<file path="src/core/pieb_pkg.sv">
// pieb_pkg: constants for the peripheral interrupt enable bank.
// assumes: an Avalon-MM slave with 32-bit data, byte addresses, 8-bit regs.
package pieb_pkg;

  // register byte offsets on the Avalon-MM slave
  localparam logic [3:0] PIEB_OFS_ENABLE1 = 4'h0;
  localparam logic [3:0] PIEB_OFS_ENABLE2 = 4'h4;
  localparam logic [3:0] PIEB_OFS_ENABLE3 = 4'h8;
  localparam logic [3:0] PIEB_OFS_FLAGS1  = 4'hC;
  localparam logic [3:0] PIEB_OFS_FLAGS2  = 4'h0;
  localparam logic [3:0] PIEB_OFS_FLAGS3  = 4'h4;
  localparam logic [3:0] PIEB_OFS_CONTROL = 4'h8;
  localparam logic [3:0] PIEB_OFS_STATUS  = 4'hC;
  // page select: low page holds enables, high page flags and control
  localparam int         PIEB_PAGE_BIT    = 4;

  // field positions in the control register
  localparam int PIEB_CTRL_PERIPH_EN_BIT = 0;
  // field positions in the status register
  localparam int PIEB_STAT_REQUEST_BIT   = 0;
  localparam int PIEB_STAT_PERIPH_EN_BIT = 1;

  // values after reset
  localparam logic [7:0] PIEB_ENABLE_RESET = 8'h00;
  localparam logic [7:0] PIEB_FLAG_RESET   = 8'h00;
  localparam logic       PIEB_CTRL_RESET   = 1'b0;

  // wait cycles from a new request to the answer
  localparam int PIEB_ANSWER_CYCLES = 1;

  // bus slave states
  typedef enum logic [0:0] {
    PIEB_IDLE,
    PIEB_ANSWER
  } pieb_bus_state_type;

endpackage : pieb_pkg

</file>
<file path="src/core/pieb_flag_group.sv">
// pieb_flag_group: one group of sticky interrupt flags and its gated request.
// assumes: event inputs are one-cycle pulses in the ref_clk domain.
`timescale 1ns/100ps

module pieb_flag_group #(
  parameter int WIDTH = 8
) (
  input  wire logic             ref_clk,
  input  wire logic             reset,
  input  wire logic             clk_en,
  input  wire logic [WIDTH-1:0] event_in,
  input  wire logic [WIDTH-1:0] clear_mask,
  input  wire logic [WIDTH-1:0] enable,
  output logic      [WIDTH-1:0] flags,
  output logic                  request
);
  import pieb_pkg::*;

  logic [WIDTH-1:0] next_flags;

  initial begin
    if (WIDTH < 1 || WIDTH > 8) begin
      $error("pieb_flag_group: WIDTH must be 1 to 8");
    end
  end

  // set wins over clear so an event in the clearing cycle is kept
  always_comb begin
    next_flags = (flags & ~clear_mask) | event_in;
  end

  always_ff @(posedge ref_clk) begin
    if (reset) begin
      flags <= PIEB_FLAG_RESET[WIDTH-1:0];
    end else if (clk_en) begin
      flags <= next_flags;
    end
  end

  // per-source gate: a flag only counts while its enable bit is 1
  assign request = |(flags & enable);

endmodule : pieb_flag_group

</file>
<file path="src/core/pieb_top.sv">
// pieb_top: peripheral interrupt enable bank with flags and gated request.
// assumes: Avalon-MM master on ref_clk, peripherals pulse events synchronously.
//
// Functional notes
// enable bits read/write, reset to zero
// enable1 bit7 gates timer1 gate event
// enable1 bit6 gates adc conversion done
// enable1 bits5,4 gate serial receive, transmit
// enable1 bits3,2 gate sync port1, collision
// enable1 bits1,0 gate timer2 match, timer1 overflow
// enable2 bit7 gates timer6 match
// enable2 bits6,5 gate comparators b, a
// enable2 bit4 gates flash task complete
// enable2 bits3,2 gate sync port2, collision
// enable2 bits1,0 gate timer4, oscillator rollover
// enable3 bit7 gates oscillator fail
// enable3 bit6 gates clock switch complete
// enable3 bits5,4 gate timer3 gate, overflow
// enable3 bits3..0 gate logic cells 4..1
// flags set regardless of any enable
// peripheral master enable gates all requests
// software enables source before sleeping
// request when flag, enable, master all set
//
// The implementer's own choices: register access over Avalon-MM and the register offsets.
`timescale 1ns/100ps

module pieb_top #(
  parameter int REG_WIDTH = 8
) (
  input  wire logic        ref_clk,
  input  wire logic        reset,
  input  wire logic        clk_en,
  // Avalon-MM slave
  input  wire logic [4:0]  avs_address,
  input  wire logic        avs_read,
  input  wire logic        avs_write,
  input  wire logic [31:0] avs_writedata,
  input  wire logic [3:0]  avs_byteenable,
  output logic      [31:0] avs_readdata,
  output logic             avs_waitrequest,
  // group 1 events
  input  wire logic        timer1_gate_event,
  input  wire logic        adc_done_event,
  input  wire logic        uart_rx_event,
  input  wire logic        uart_tx_event,
  input  wire logic        sync_serial1_event,
  input  wire logic        sync_serial1_collision_event,
  input  wire logic        timer2_match_event,
  input  wire logic        timer1_overflow_event,
  // group 2 events
  input  wire logic        timer6_match_event,
  input  wire logic        comparator_b_event,
  input  wire logic        comparator_a_event,
  input  wire logic        flash_task_event,
  input  wire logic        sync_serial2_event,
  input  wire logic        sync_serial2_collision_event,
  input  wire logic        timer4_match_event,
  input  wire logic        num_osc_rollover_event,
  // group 3 events
  input  wire logic        osc_fail_event,
  input  wire logic        clock_switch_event,
  input  wire logic        timer3_gate_event,
  input  wire logic        timer3_overflow_event,
  input  wire logic [3:0]  logic_cell_event,
  // gated request toward the core
  output logic             periph_irq_request
);
  import pieb_pkg::*;

  initial begin
    if (REG_WIDTH != 8) begin
      $error("pieb_top: REG_WIDTH must be 8");
    end
    // the two-state slave serves exactly one wait cycle per access
    if (PIEB_ANSWER_CYCLES != 1) begin
      $error("pieb_top: the bus slave answers after one cycle only");
    end
    // the page select must be the top bit of the 5-bit address
    if (PIEB_PAGE_BIT != 4) begin
      $error("pieb_top: page select must be address bit 4");
    end
    // control and status fields live in the single data lane
    if (PIEB_CTRL_PERIPH_EN_BIT > 7) begin
      $error("pieb_top: control field outside lane 0");
    end
    if (PIEB_STAT_REQUEST_BIT > 7 || PIEB_STAT_PERIPH_EN_BIT > 7) begin
      $error("pieb_top: status field outside lane 0");
    end
    if (PIEB_STAT_REQUEST_BIT == PIEB_STAT_PERIPH_EN_BIT) begin
      $error("pieb_top: status fields overlap");
    end
    // distinct offsets, or one write would land in two registers
    if (PIEB_OFS_ENABLE1 == PIEB_OFS_ENABLE2 ||
        PIEB_OFS_ENABLE1 == PIEB_OFS_ENABLE3 ||
        PIEB_OFS_ENABLE2 == PIEB_OFS_ENABLE3) begin
      $error("pieb_top: enable register offsets overlap");
    end
    // status is left out: it shares the flags1 slot and is shadowed
    if (PIEB_OFS_FLAGS1 == PIEB_OFS_FLAGS2 ||
        PIEB_OFS_FLAGS1 == PIEB_OFS_FLAGS3 ||
        PIEB_OFS_FLAGS2 == PIEB_OFS_FLAGS3 ||
        PIEB_OFS_CONTROL == PIEB_OFS_FLAGS1 ||
        PIEB_OFS_CONTROL == PIEB_OFS_FLAGS2 ||
        PIEB_OFS_CONTROL == PIEB_OFS_FLAGS3) begin
      $error("pieb_top: flag or control offsets overlap");
    end
  end

  // enable registers and peripheral master enable
  logic [7:0] irq_enable_group1;
  logic [7:0] irq_enable_group2;
  logic [7:0] irq_enable_group3;
  logic       periph_irq_master_en;
  logic [7:0] next_irq_enable_group1;
  logic [7:0] next_irq_enable_group2;
  logic [7:0] next_irq_enable_group3;
  logic       next_periph_irq_master_en;

  // flag groups
  logic [7:0] event_group1;
  logic [7:0] event_group2;
  logic [7:0] event_group3;
  logic [7:0] flags_group1;
  logic [7:0] flags_group2;
  logic [7:0] flags_group3;
  logic [7:0] clear_group1;
  logic [7:0] clear_group2;
  logic [7:0] clear_group3;
  logic       request_group1;
  logic       request_group2;
  logic       request_group3;
  logic       any_source_request;

  // bus slave
  pieb_bus_state_type bus_state;
  pieb_bus_state_type next_bus_state;
  logic [31:0]        next_readdata;
  logic               request_taken;
  logic               write_taken;
  logic [7:0]         wdata_byte;

  // byte-lane merge: only lane 0 carries register data
  function automatic logic [7:0] merge_byte(input logic [7:0] old_value,
                                            input logic [7:0] new_value,
                                            input logic       lane_en);
    merge_byte = lane_en ? new_value : old_value;
  endfunction : merge_byte

  // match an address against a register offset within a page
  function automatic logic hit(input logic [4:0] addr,
                               input logic       page,
                               input logic [3:0] offset);
    hit = (addr[PIEB_PAGE_BIT] == page) && (addr[3:0] == offset);
  endfunction : hit

  // event bits gathered in register bit order, bit 7 first
  assign event_group1 = {timer1_gate_event, adc_done_event,
                         uart_rx_event, uart_tx_event,
                         sync_serial1_event,
                         sync_serial1_collision_event,
                         timer2_match_event,
                         timer1_overflow_event};
  assign event_group2 = {timer6_match_event,
                         comparator_b_event, comparator_a_event,
                         flash_task_event,
                         sync_serial2_event,
                         sync_serial2_collision_event,
                         timer4_match_event,
                         num_osc_rollover_event};
  assign event_group3 = {osc_fail_event,
                         clock_switch_event,
                         timer3_gate_event,
                         timer3_overflow_event,
                         logic_cell_event};

  // the master holds its request until waitrequest drops, so a request is
  // taken in the answer state; every access costs one wait cycle
  assign request_taken = (bus_state == PIEB_ANSWER) && (avs_read ||
                                                        avs_write);
  assign write_taken   = request_taken && avs_write && clk_en;
  assign wdata_byte    = avs_writedata[7:0];

  // flag clear: write one to clear, only in the taken cycle
  always_comb begin
    clear_group1 = 8'h00;
    clear_group2 = 8'h00;
    clear_group3 = 8'h00;
    if (write_taken && avs_byteenable[0]) begin
      if (hit(avs_address, 1'b1, PIEB_OFS_FLAGS1)) begin
        clear_group1 = wdata_byte;
      end
      if (hit(avs_address, 1'b1, PIEB_OFS_FLAGS2)) begin
        clear_group2 = wdata_byte;
      end
      if (hit(avs_address, 1'b1, PIEB_OFS_FLAGS3)) begin
        clear_group3 = wdata_byte;
      end
    end
  end

  pieb_flag_group #(
    .WIDTH (8)
  ) u_flags1 (
    .ref_clk    (ref_clk),
    .reset      (reset),
    .clk_en     (clk_en),
    .event_in   (event_group1),
    .clear_mask (clear_group1),
    .enable     (irq_enable_group1),
    .flags      (flags_group1),
    .request    (request_group1)
  );

  pieb_flag_group #(
    .WIDTH (8)
  ) u_flags2 (
    .ref_clk    (ref_clk),
    .reset      (reset),
    .clk_en     (clk_en),
    .event_in   (event_group2),
    .clear_mask (clear_group2),
    .enable     (irq_enable_group2),
    .flags      (flags_group2),
    .request    (request_group2)
  );

  pieb_flag_group #(
    .WIDTH (8)
  ) u_flags3 (
    .ref_clk    (ref_clk),
    .reset      (reset),
    .clk_en     (clk_en),
    .event_in   (event_group3),
    .clear_mask (clear_group3),
    .enable     (irq_enable_group3),
    .flags      (flags_group3),
    .request    (request_group3)
  );

  // register writes; unmapped writes are accepted and dropped
  always_comb begin
    next_irq_enable_group1    = irq_enable_group1;
    next_irq_enable_group2    = irq_enable_group2;
    next_irq_enable_group3    = irq_enable_group3;
    next_periph_irq_master_en = periph_irq_master_en;
    if (write_taken) begin
      if (hit(avs_address, 1'b0, PIEB_OFS_ENABLE1)) begin
        next_irq_enable_group1 = merge_byte(irq_enable_group1, wdata_byte,
                                            avs_byteenable[0]);
      end
      if (hit(avs_address, 1'b0, PIEB_OFS_ENABLE2)) begin
        next_irq_enable_group2 = merge_byte(irq_enable_group2, wdata_byte,
                                            avs_byteenable[0]);
      end
      if (hit(avs_address, 1'b0, PIEB_OFS_ENABLE3)) begin
        next_irq_enable_group3 = merge_byte(irq_enable_group3, wdata_byte,
                                            avs_byteenable[0]);
      end
      if (hit(avs_address, 1'b1, PIEB_OFS_CONTROL) &&
          avs_byteenable[0]) begin
        next_periph_irq_master_en = wdata_byte[PIEB_CTRL_PERIPH_EN_BIT];
      end
    end
  end

  always_ff @(posedge ref_clk) begin
    if (reset) begin
      irq_enable_group1    <= PIEB_ENABLE_RESET;
      irq_enable_group2    <= PIEB_ENABLE_RESET;
      irq_enable_group3    <= PIEB_ENABLE_RESET;
      periph_irq_master_en <= PIEB_CTRL_RESET;
    end else if (clk_en) begin
      irq_enable_group1    <= next_irq_enable_group1;
      irq_enable_group2    <= next_irq_enable_group2;
      irq_enable_group3    <= next_irq_enable_group3;
      periph_irq_master_en <= next_periph_irq_master_en;
    end
  end

  // request is combinational so a new flag reaches the core at once
  assign any_source_request = request_group1 | request_group2 |
                              request_group3;
  assign periph_irq_request = any_source_request &
                              periph_irq_master_en;

  // bus state and read data; unmapped reads return zero
  always_comb begin
    next_bus_state = bus_state;
    next_readdata  = avs_readdata;
    case (bus_state)
      PIEB_IDLE: begin
        if (avs_read || avs_write) begin
          next_bus_state = PIEB_ANSWER;
          next_readdata  = 32'h0000_0000;
          if (avs_read) begin
            if (hit(avs_address, 1'b0, PIEB_OFS_ENABLE1)) begin
              next_readdata[7:0] = irq_enable_group1;
            end else if (hit(avs_address, 1'b0, PIEB_OFS_ENABLE2)) begin
              next_readdata[7:0] = irq_enable_group2;
            end else if (hit(avs_address, 1'b0, PIEB_OFS_ENABLE3)) begin
              next_readdata[7:0] = irq_enable_group3;
            end else if (hit(avs_address, 1'b1, PIEB_OFS_FLAGS1)) begin
              next_readdata[7:0] = flags_group1;
            end else if (hit(avs_address, 1'b1, PIEB_OFS_FLAGS2)) begin
              next_readdata[7:0] = flags_group2;
            end else if (hit(avs_address, 1'b1, PIEB_OFS_FLAGS3)) begin
              next_readdata[7:0] = flags_group3;
            end else if (hit(avs_address, 1'b1, PIEB_OFS_CONTROL)) begin
              next_readdata[PIEB_CTRL_PERIPH_EN_BIT] = periph_irq_master_en;
            end else if (hit(avs_address, 1'b1, PIEB_OFS_STATUS)) begin
              next_readdata[PIEB_STAT_REQUEST_BIT]   = periph_irq_request;
              next_readdata[PIEB_STAT_PERIPH_EN_BIT] = periph_irq_master_en;
            end
          end
        end
      end
      PIEB_ANSWER: begin
        next_bus_state = PIEB_IDLE;
      end
      default: begin
        next_bus_state = PIEB_IDLE;
      end
    endcase
  end

  always_ff @(posedge ref_clk) begin
    if (reset) begin
      bus_state    <= PIEB_IDLE;
      avs_readdata <= 32'h0000_0000;
    end else if (clk_en) begin
      bus_state    <= next_bus_state;
      avs_readdata <= next_readdata;
    end
  end

  // waitrequest low only in the answer cycle, and only while enabled
  assign avs_waitrequest = !((bus_state == PIEB_ANSWER) && clk_en);

endmodule : pieb_top

</file>
<file path="config.mk">
export PLATFORM = sky130hd
export DESIGN_NAME = pieb_top
export DESIGN_NICKNAME = d
export VERILOG_FILES = /design/src/core/pieb_pkg.sv /design/src/core/pieb_flag_group.sv /design/src/core/pieb_top.sv
export SDC_FILE = /design/constraint.sdc
export NUM_CORES = 1
export LEC_CHECK = 0
export ABC_CLOCK_PERIOD_IN_PS = 1400
export BUFFER_PORTS_ARGS = -buffer_cell sky130_fd_sc_hd__buf_2
export CORE_ASPECT_RATIO = 1.1
export CORE_MARGIN = 4
export CORE_UTILIZATION = 48
export CTS_BUF_LIST = sky130_fd_sc_hd__clkbuf_8
export CTS_CLUSTER_DIAMETER = 120
export DETAILED_ROUTE_END_ITERATION = 12
export PLACE_DENSITY = 0.79
export SKIP_CTS_REPAIR_TIMING = 1
export SYNTH_ARGS = -nofsm -noshare
export SYNTH_HDL_FRONTEND = slang
export SYNTH_HIERARCHICAL = 1
export SYNTH_SLANG_ARGS = --single-unit
</file>
<file path="constraint.sdc">
create_clock -name ref_clk -period 1.4 [get_ports ref_clk]
set_input_delay 0.28 -clock ref_clk [delete_from_list [all_inputs] [get_ports ref_clk]]
set_output_delay 0.28 -clock ref_clk [all_outputs]
set_load 0.02 [all_outputs]
</file>
# Yosys cells after proc, flatten, opt, wreduce, memory -nomap -nowiden
# Cells that the tools add are included.
[totals] regBits=58 inputBits=70
[classes] n_eq_ne=3 muxes=17 n_bitwise=17 n_reduce_logical=24
[op_table] cell="$mux W8" n=12
[op_table] cell="$and A8 B8 Y8" n=6
[op_table] cell="$not A8 Y8" n=3
[op_table] cell="$or A8 B8 Y8" n=3
[op_table] cell="$reduce_or A8 Y1" n=3
[op_table] cell="$logic_and A1 B1 Y1" n=13
[op_table] cell="$reduce_and A4 Y1" n=3
[op_table] cell="$eq A4 B4 Y1 const B" n=2
[op_table] cell="$mux W6" n=1
[op_table] cell="$reduce_and A3 Y1" n=2
[op_table] cell="$eq A4 B3 Y1 const B" n=1
[op_table] cell="$logic_not A4 Y1" n=1
[op_table] cell="$mux W1" n=2
[op_table] cell="$mux W2" n=1
[op_table] cell="$not A1 Y1" n=2
[op_table] cell="$or A1 B1 Y1" n=2
[op_table] cell="$pmux W1 S2" n=1
[op_table] cell="$and A1 B1 Y1" n=1
[op_table] cell="$logic_not A1 Y1" n=1
[op_table] cell="$logic_or A1 B1 Y1" n=1

# Logic depth before layout (Yosys ltp)
[depth] word_depth=10 depth_mapped=6 depth_no_buf=5

# Modules after synthesis
# The synthesis kept the hierarchy.
[modules_own_cells] mod="pieb_top" instances=1 cells_per_inst=269 area_each_um2=2228.4 seq_area_each_um2=680.7
[modules_own_cells] mod="pieb_flag_group" instances=3 cells_per_inst=40 area_each_um2=372.9 seq_area_each_um2=160.2

# Worst setup path before layout
# OpenSTA, ideal clock, no wires.
[synth_timing] path_kind="in2reg" start="in avs_address[2]" end="reg avs_readdata[3]" setup_time_ns=0.137 t_arrival_ns=1.252 slack_ns=0.011 path_stages=5 n_path_buf=2 path_cell_list="buf_2 > buf_4 > mux2_2 > a22oi_1 > o32ai_2"
[synth_between] elab_chain_cells=9
[synth_lines] element="start: declaration" line_no="pieb_top.sv:35" rtl="input wire logic [4:0] avs_address,"
[synth_lines] element="$eq A4 B3 Y1" line_no="pieb_top.sv:154" rtl="hit = (addr[PIEB_PAGE_BIT] == page) && (addr[3:0] == offset);"
[synth_lines] element="$logic_and A1 B1 Y1" line_no="pieb_top.sv:154"
[synth_lines] element="$mux W6" line_no="pieb_top.sv:307" rtl="end else if (hit(avs_address, 1'b1, PIEB_OFS_FLAGS3)) begin"
[synth_lines] element="$mux W8" line_no="pieb_top.sv:305" rtl="end else if (hit(avs_address, 1'b1, PIEB_OFS_FLAGS2)) begin"
[synth_lines] element="$mux W8" line_no="pieb_top.sv:303" rtl="end else if (hit(avs_address, 1'b1, PIEB_OFS_FLAGS1)) begin"
[synth_lines] element="$mux W8" line_no="pieb_top.sv:301" rtl="end else if (hit(avs_address, 1'b0, PIEB_OFS_ENABLE3)) begin"
[synth_lines] element="$mux W8" line_no="pieb_top.sv:299" rtl="end else if (hit(avs_address, 1'b0, PIEB_OFS_ENABLE2)) begin"
[synth_lines] element="$mux W8 (*)" line_no="pieb_top.sv:297" rtl="if (hit(avs_address, 1'b0, PIEB_OFS_ENABLE1)) begin"
[synth_lines] element="$mux W8 (*)" line_no="pieb_top.sv:296" rtl="if (avs_read) begin"
[synth_lines] element="end signal: assignment" line_no="pieb_top.sv:333" rtl="avs_readdata <= next_readdata;"
[synth_lines] element="end: declaration" line_no="pieb_top.sv:40" rtl="output logic [31:0] avs_readdata,"
# Every way passes the cells marked *; elsewhere a longest branch is shown, timed or not.
# A chain may end at the register's enable or synchronous reset.

# Worst setup path in the final report
[layout_timing] start="reg u_flags1.flags[6]" end="out periph_irq_request"
[layout_between] elab_chain_cells=5
[layout_lines] element="start: declaration" line_no="pieb_flag_group.sv:14" rtl="output logic [WIDTH-1:0] flags,"
[layout_lines] element="start signal: assignment" line_no="pieb_flag_group.sv:34" rtl="flags <= PIEB_FLAG_RESET[WIDTH-1:0];"
[layout_lines] element="start signal: assignment" line_no="pieb_flag_group.sv:36" rtl="flags <= next_flags;"
[layout_lines] element="$and A8 B8 Y8" line_no="pieb_flag_group.sv:41" rtl="assign request = |(flags & enable);"
[layout_lines] element="$reduce_or A8 Y1" line_no="pieb_flag_group.sv:41"
[layout_lines] element="named net request_group1" line_no="pieb_top.sv:130" rtl="logic request_group1;"
[layout_lines] element="$or A1 B1 Y1 (2 in series)" line_no="pieb_top.sv:282" rtl="assign any_source_request = request_group1 | request_group2 |"
[layout_lines] element="$and A1 B1 Y1" line_no="pieb_top.sv:284" rtl="assign periph_irq_request = any_source_request &"
[layout_lines] element="end: declaration" line_no="pieb_top.sv:67" rtl="output logic periph_irq_request"
# The timed path passes the listed nets, and every way through them passes these cells.

==> run metrics <==
status complete, but fails checks; failing checks negative setup slack; Sink Count 58; post-synthesis cell count 389; Die X 87.6 um; final worst slack -459 ps; Async SR Flop Fraction 0%; H-Tree Depth 3; number of enable flip-flop cells after synthesis 0; share of layout cells above drive strength 1 38.0%; CTS clk-pin slew, worst paths 70 ps; worst endpoint data arrival time 1580 ps; Fin. Hold Viols 0; synthesized area 3350 um2; Final GP Congestion 0.949; Power Internal 2740 uW; reg2reg start bus_state; core area 6670 um2; sw frac 27.9%; final setup vio count 8; combinational fraction of design power 15.0%; number of synthesis warnings 6; WS Path Type flop to output pin; I/O Buffers 52; Slew Viols, Final 0; Synth Register Bits 58; DRC 0; clk_lat worst skew 350 ps; Rows 31; gr usage total 22.8%; top cell type's share of synthesized area 34.7%; Worst EP required 1120 ps; Max Cap Viol 0; # IOs 104; Final #Nets 557; WL final 9540 um; Synth cell types 45; register share of total power 46.0%; TritonCTS clock tree yes; leakage 0.00188 uW; main area contributors after synthesis dfxtp_1, mux2i_1, nor2_1; antenna violations before repair 0; most common cell after layout, fill and taps aside buf_4; Crit Reg-Reg Endpoint avs_readdata[7]; Synth area leader dfxtp_1; CP Launch Type flop; CP endpoint kind output pin; Root Driver clkbuf_8; synthesized area per cell 8.60 um2; PwrDens 906 nW/um2; first-pass GRT wire length 14700 um; hold slack 178 ps; Final ANT Viol Nets 0; sequential cell area fraction in the yosys report 34.7%; Vias 3116; Avg Vias per Cell 5.43; reg2reg path depth 4; largest net degree at the start of global routing 50; Hold WC Path Type input pin to flop; clock share of power 39.0%; Routed WL per cell 16.6 um; Antenna diodes 0; die footprint 8370 um2; Max Fclk 538 MHz; commonest cells after routing, fill and taps aside buf_4, nor2_1, dfxtp_1; CP Max Fanout 3; Main synth FF type dfxtp_1; RSZ-0062 raised after global routing true; chip height 95.6 um; final worst path period share 133%; Worst setup startpoint u_flags1/flags[6]; DP Wirelength 7150 um; Layout area overhead 25.2%; worst setup path endpoint periph_irq_request; via count of the first global-routing pass 2991; maximum vdd drop 0.000895 V; Clock Path Buffers 2; Tmin final 1860 ps; DR pass1 iterations 7; P_sw 1060 uW; total chip power 3800 uW; initial core utilization 50.2%; GRT Residual Overflow 0; R2R setup slack -60 ps; Setup Skew 7.71 ps; total CTS buffers 9; DRT iter0 DRCs 218
-- metrics by stage --
stage / cells / utilization, % / setup slack (ps) / area (um2) / setup TNS, ps
5_1_grt: 574 / 62.8 / -458 / 4190 / -1300
6_report: 574 / 62.8 / -459 / 4190 / -639
3_5_place_dp: 557 / 58.5 / -80.0 / 3910 / -2260
4_1_cts: 573 / 61.2 / -444 / 4080 / -774
2_1_floorplan: 412 / - / 11.0 / 3430 / 0
3_3_place_gp: 557 / 58.5 / -62.2 / 3910 / -1780
-- registers in the layout, indices dropped and copies added, names as in the netlist --
| signal | cells |
|---|---|
| irq_enable_group1 | 8 |
| bus_state | 1 |
| avs_readdata | 8 |
| irq_enable_group3 | 8 |
| u_flags3/flags | 8 |
| irq_enable_group2 | 8 |
| u_flags2/flags | 8 |
| u_flags1/flags | 8 |
| periph_irq_master_en | 1 |
-- cell type report --
type                       instances  area, um2
fill                             584       2480
multi-input combinational        302       1970
sequential                        58       1160
timing repair buffer             115        773
clock buffer                       9        124
tap                               82        103
clock inverter                     7       55.1
inverter                           1       3.75
-- how the worst min path moves through the flow --
stage / endpoint / start / cells past startpoint / slack (ps)
6_report: u_flags2/flags[5] / comparator_a_event / 3 / 180
5_1_grt: u_flags2/flags[3] / sync_serial2_event / 3 / 190
4_1_cts: u_flags2/flags[5] / comparator_a_event / 3 / 170
3_5_place_dp: avs_readdata[6] / avs_readdata[6] / 1 / 460
3_3_place_gp: avs_readdata[6] / avs_readdata[6] / 1 / 460
2_1_floorplan: irq_enable_group1[0] / avs_writedata[0] / 2 / 420
-- cells by family after synthesis --
family,Yosys count,synth area share [%]
buffers and inverters,52,11.5
DFF,58,34.7
other,1,0.112
and+or+nand+nor,134,18.1
muxes,41,12.5
AOI/OAI and AO/OA,103,23.0
-- worst max-delay path, cell delays in order, from the launching register on --
cell and delay (ps):
dfxtp_2 350, a22oi_2 230, nand4_1 160, o31a_1 330, buf_2 170
-- synth_stat cells (2+ instances only) --
cell      count
mux2i_1      34
o21ai_0       8
nand3_1       9
nor2b_1       3
a21bo_1       6
nand2b_1      2
buf_4        27
clkbuf_1      3
a21oi_1      39
nor2_1       56
mux2_2        7
o32ai_2       6
a22oi_1      18
nand4_1       3
dfxtp_1      58
buf_1         3
nor3b_2       2
buf_2         8
a21bo_2      18
buf_6         8
nand2_1      47
-- power groups by stage --
stage	Combinational, uW	Sequential, uW	Clock, uW
2_1_floorplan	395	1770	0
3_3_place_gp	539	1770	0
3_5_place_dp	548	1780	0
4_1_cts	551	1740	1470
5_1_grt	613	1750	1550
6_report	569	1750	1480
-- routing by layer --
metal / global-route usage (%) / routed length, um / vias up
met5: 0 / 0 / -
met4: 9.34 / 137 / 0
met3: 3.63 / 640 / 18
met2: 36.2 / 4410 / 128
met1: 30.8 / 4350 / 1460
li1: - / - / 1510
No activity file was read; power rests on OpenSTA's default activity.
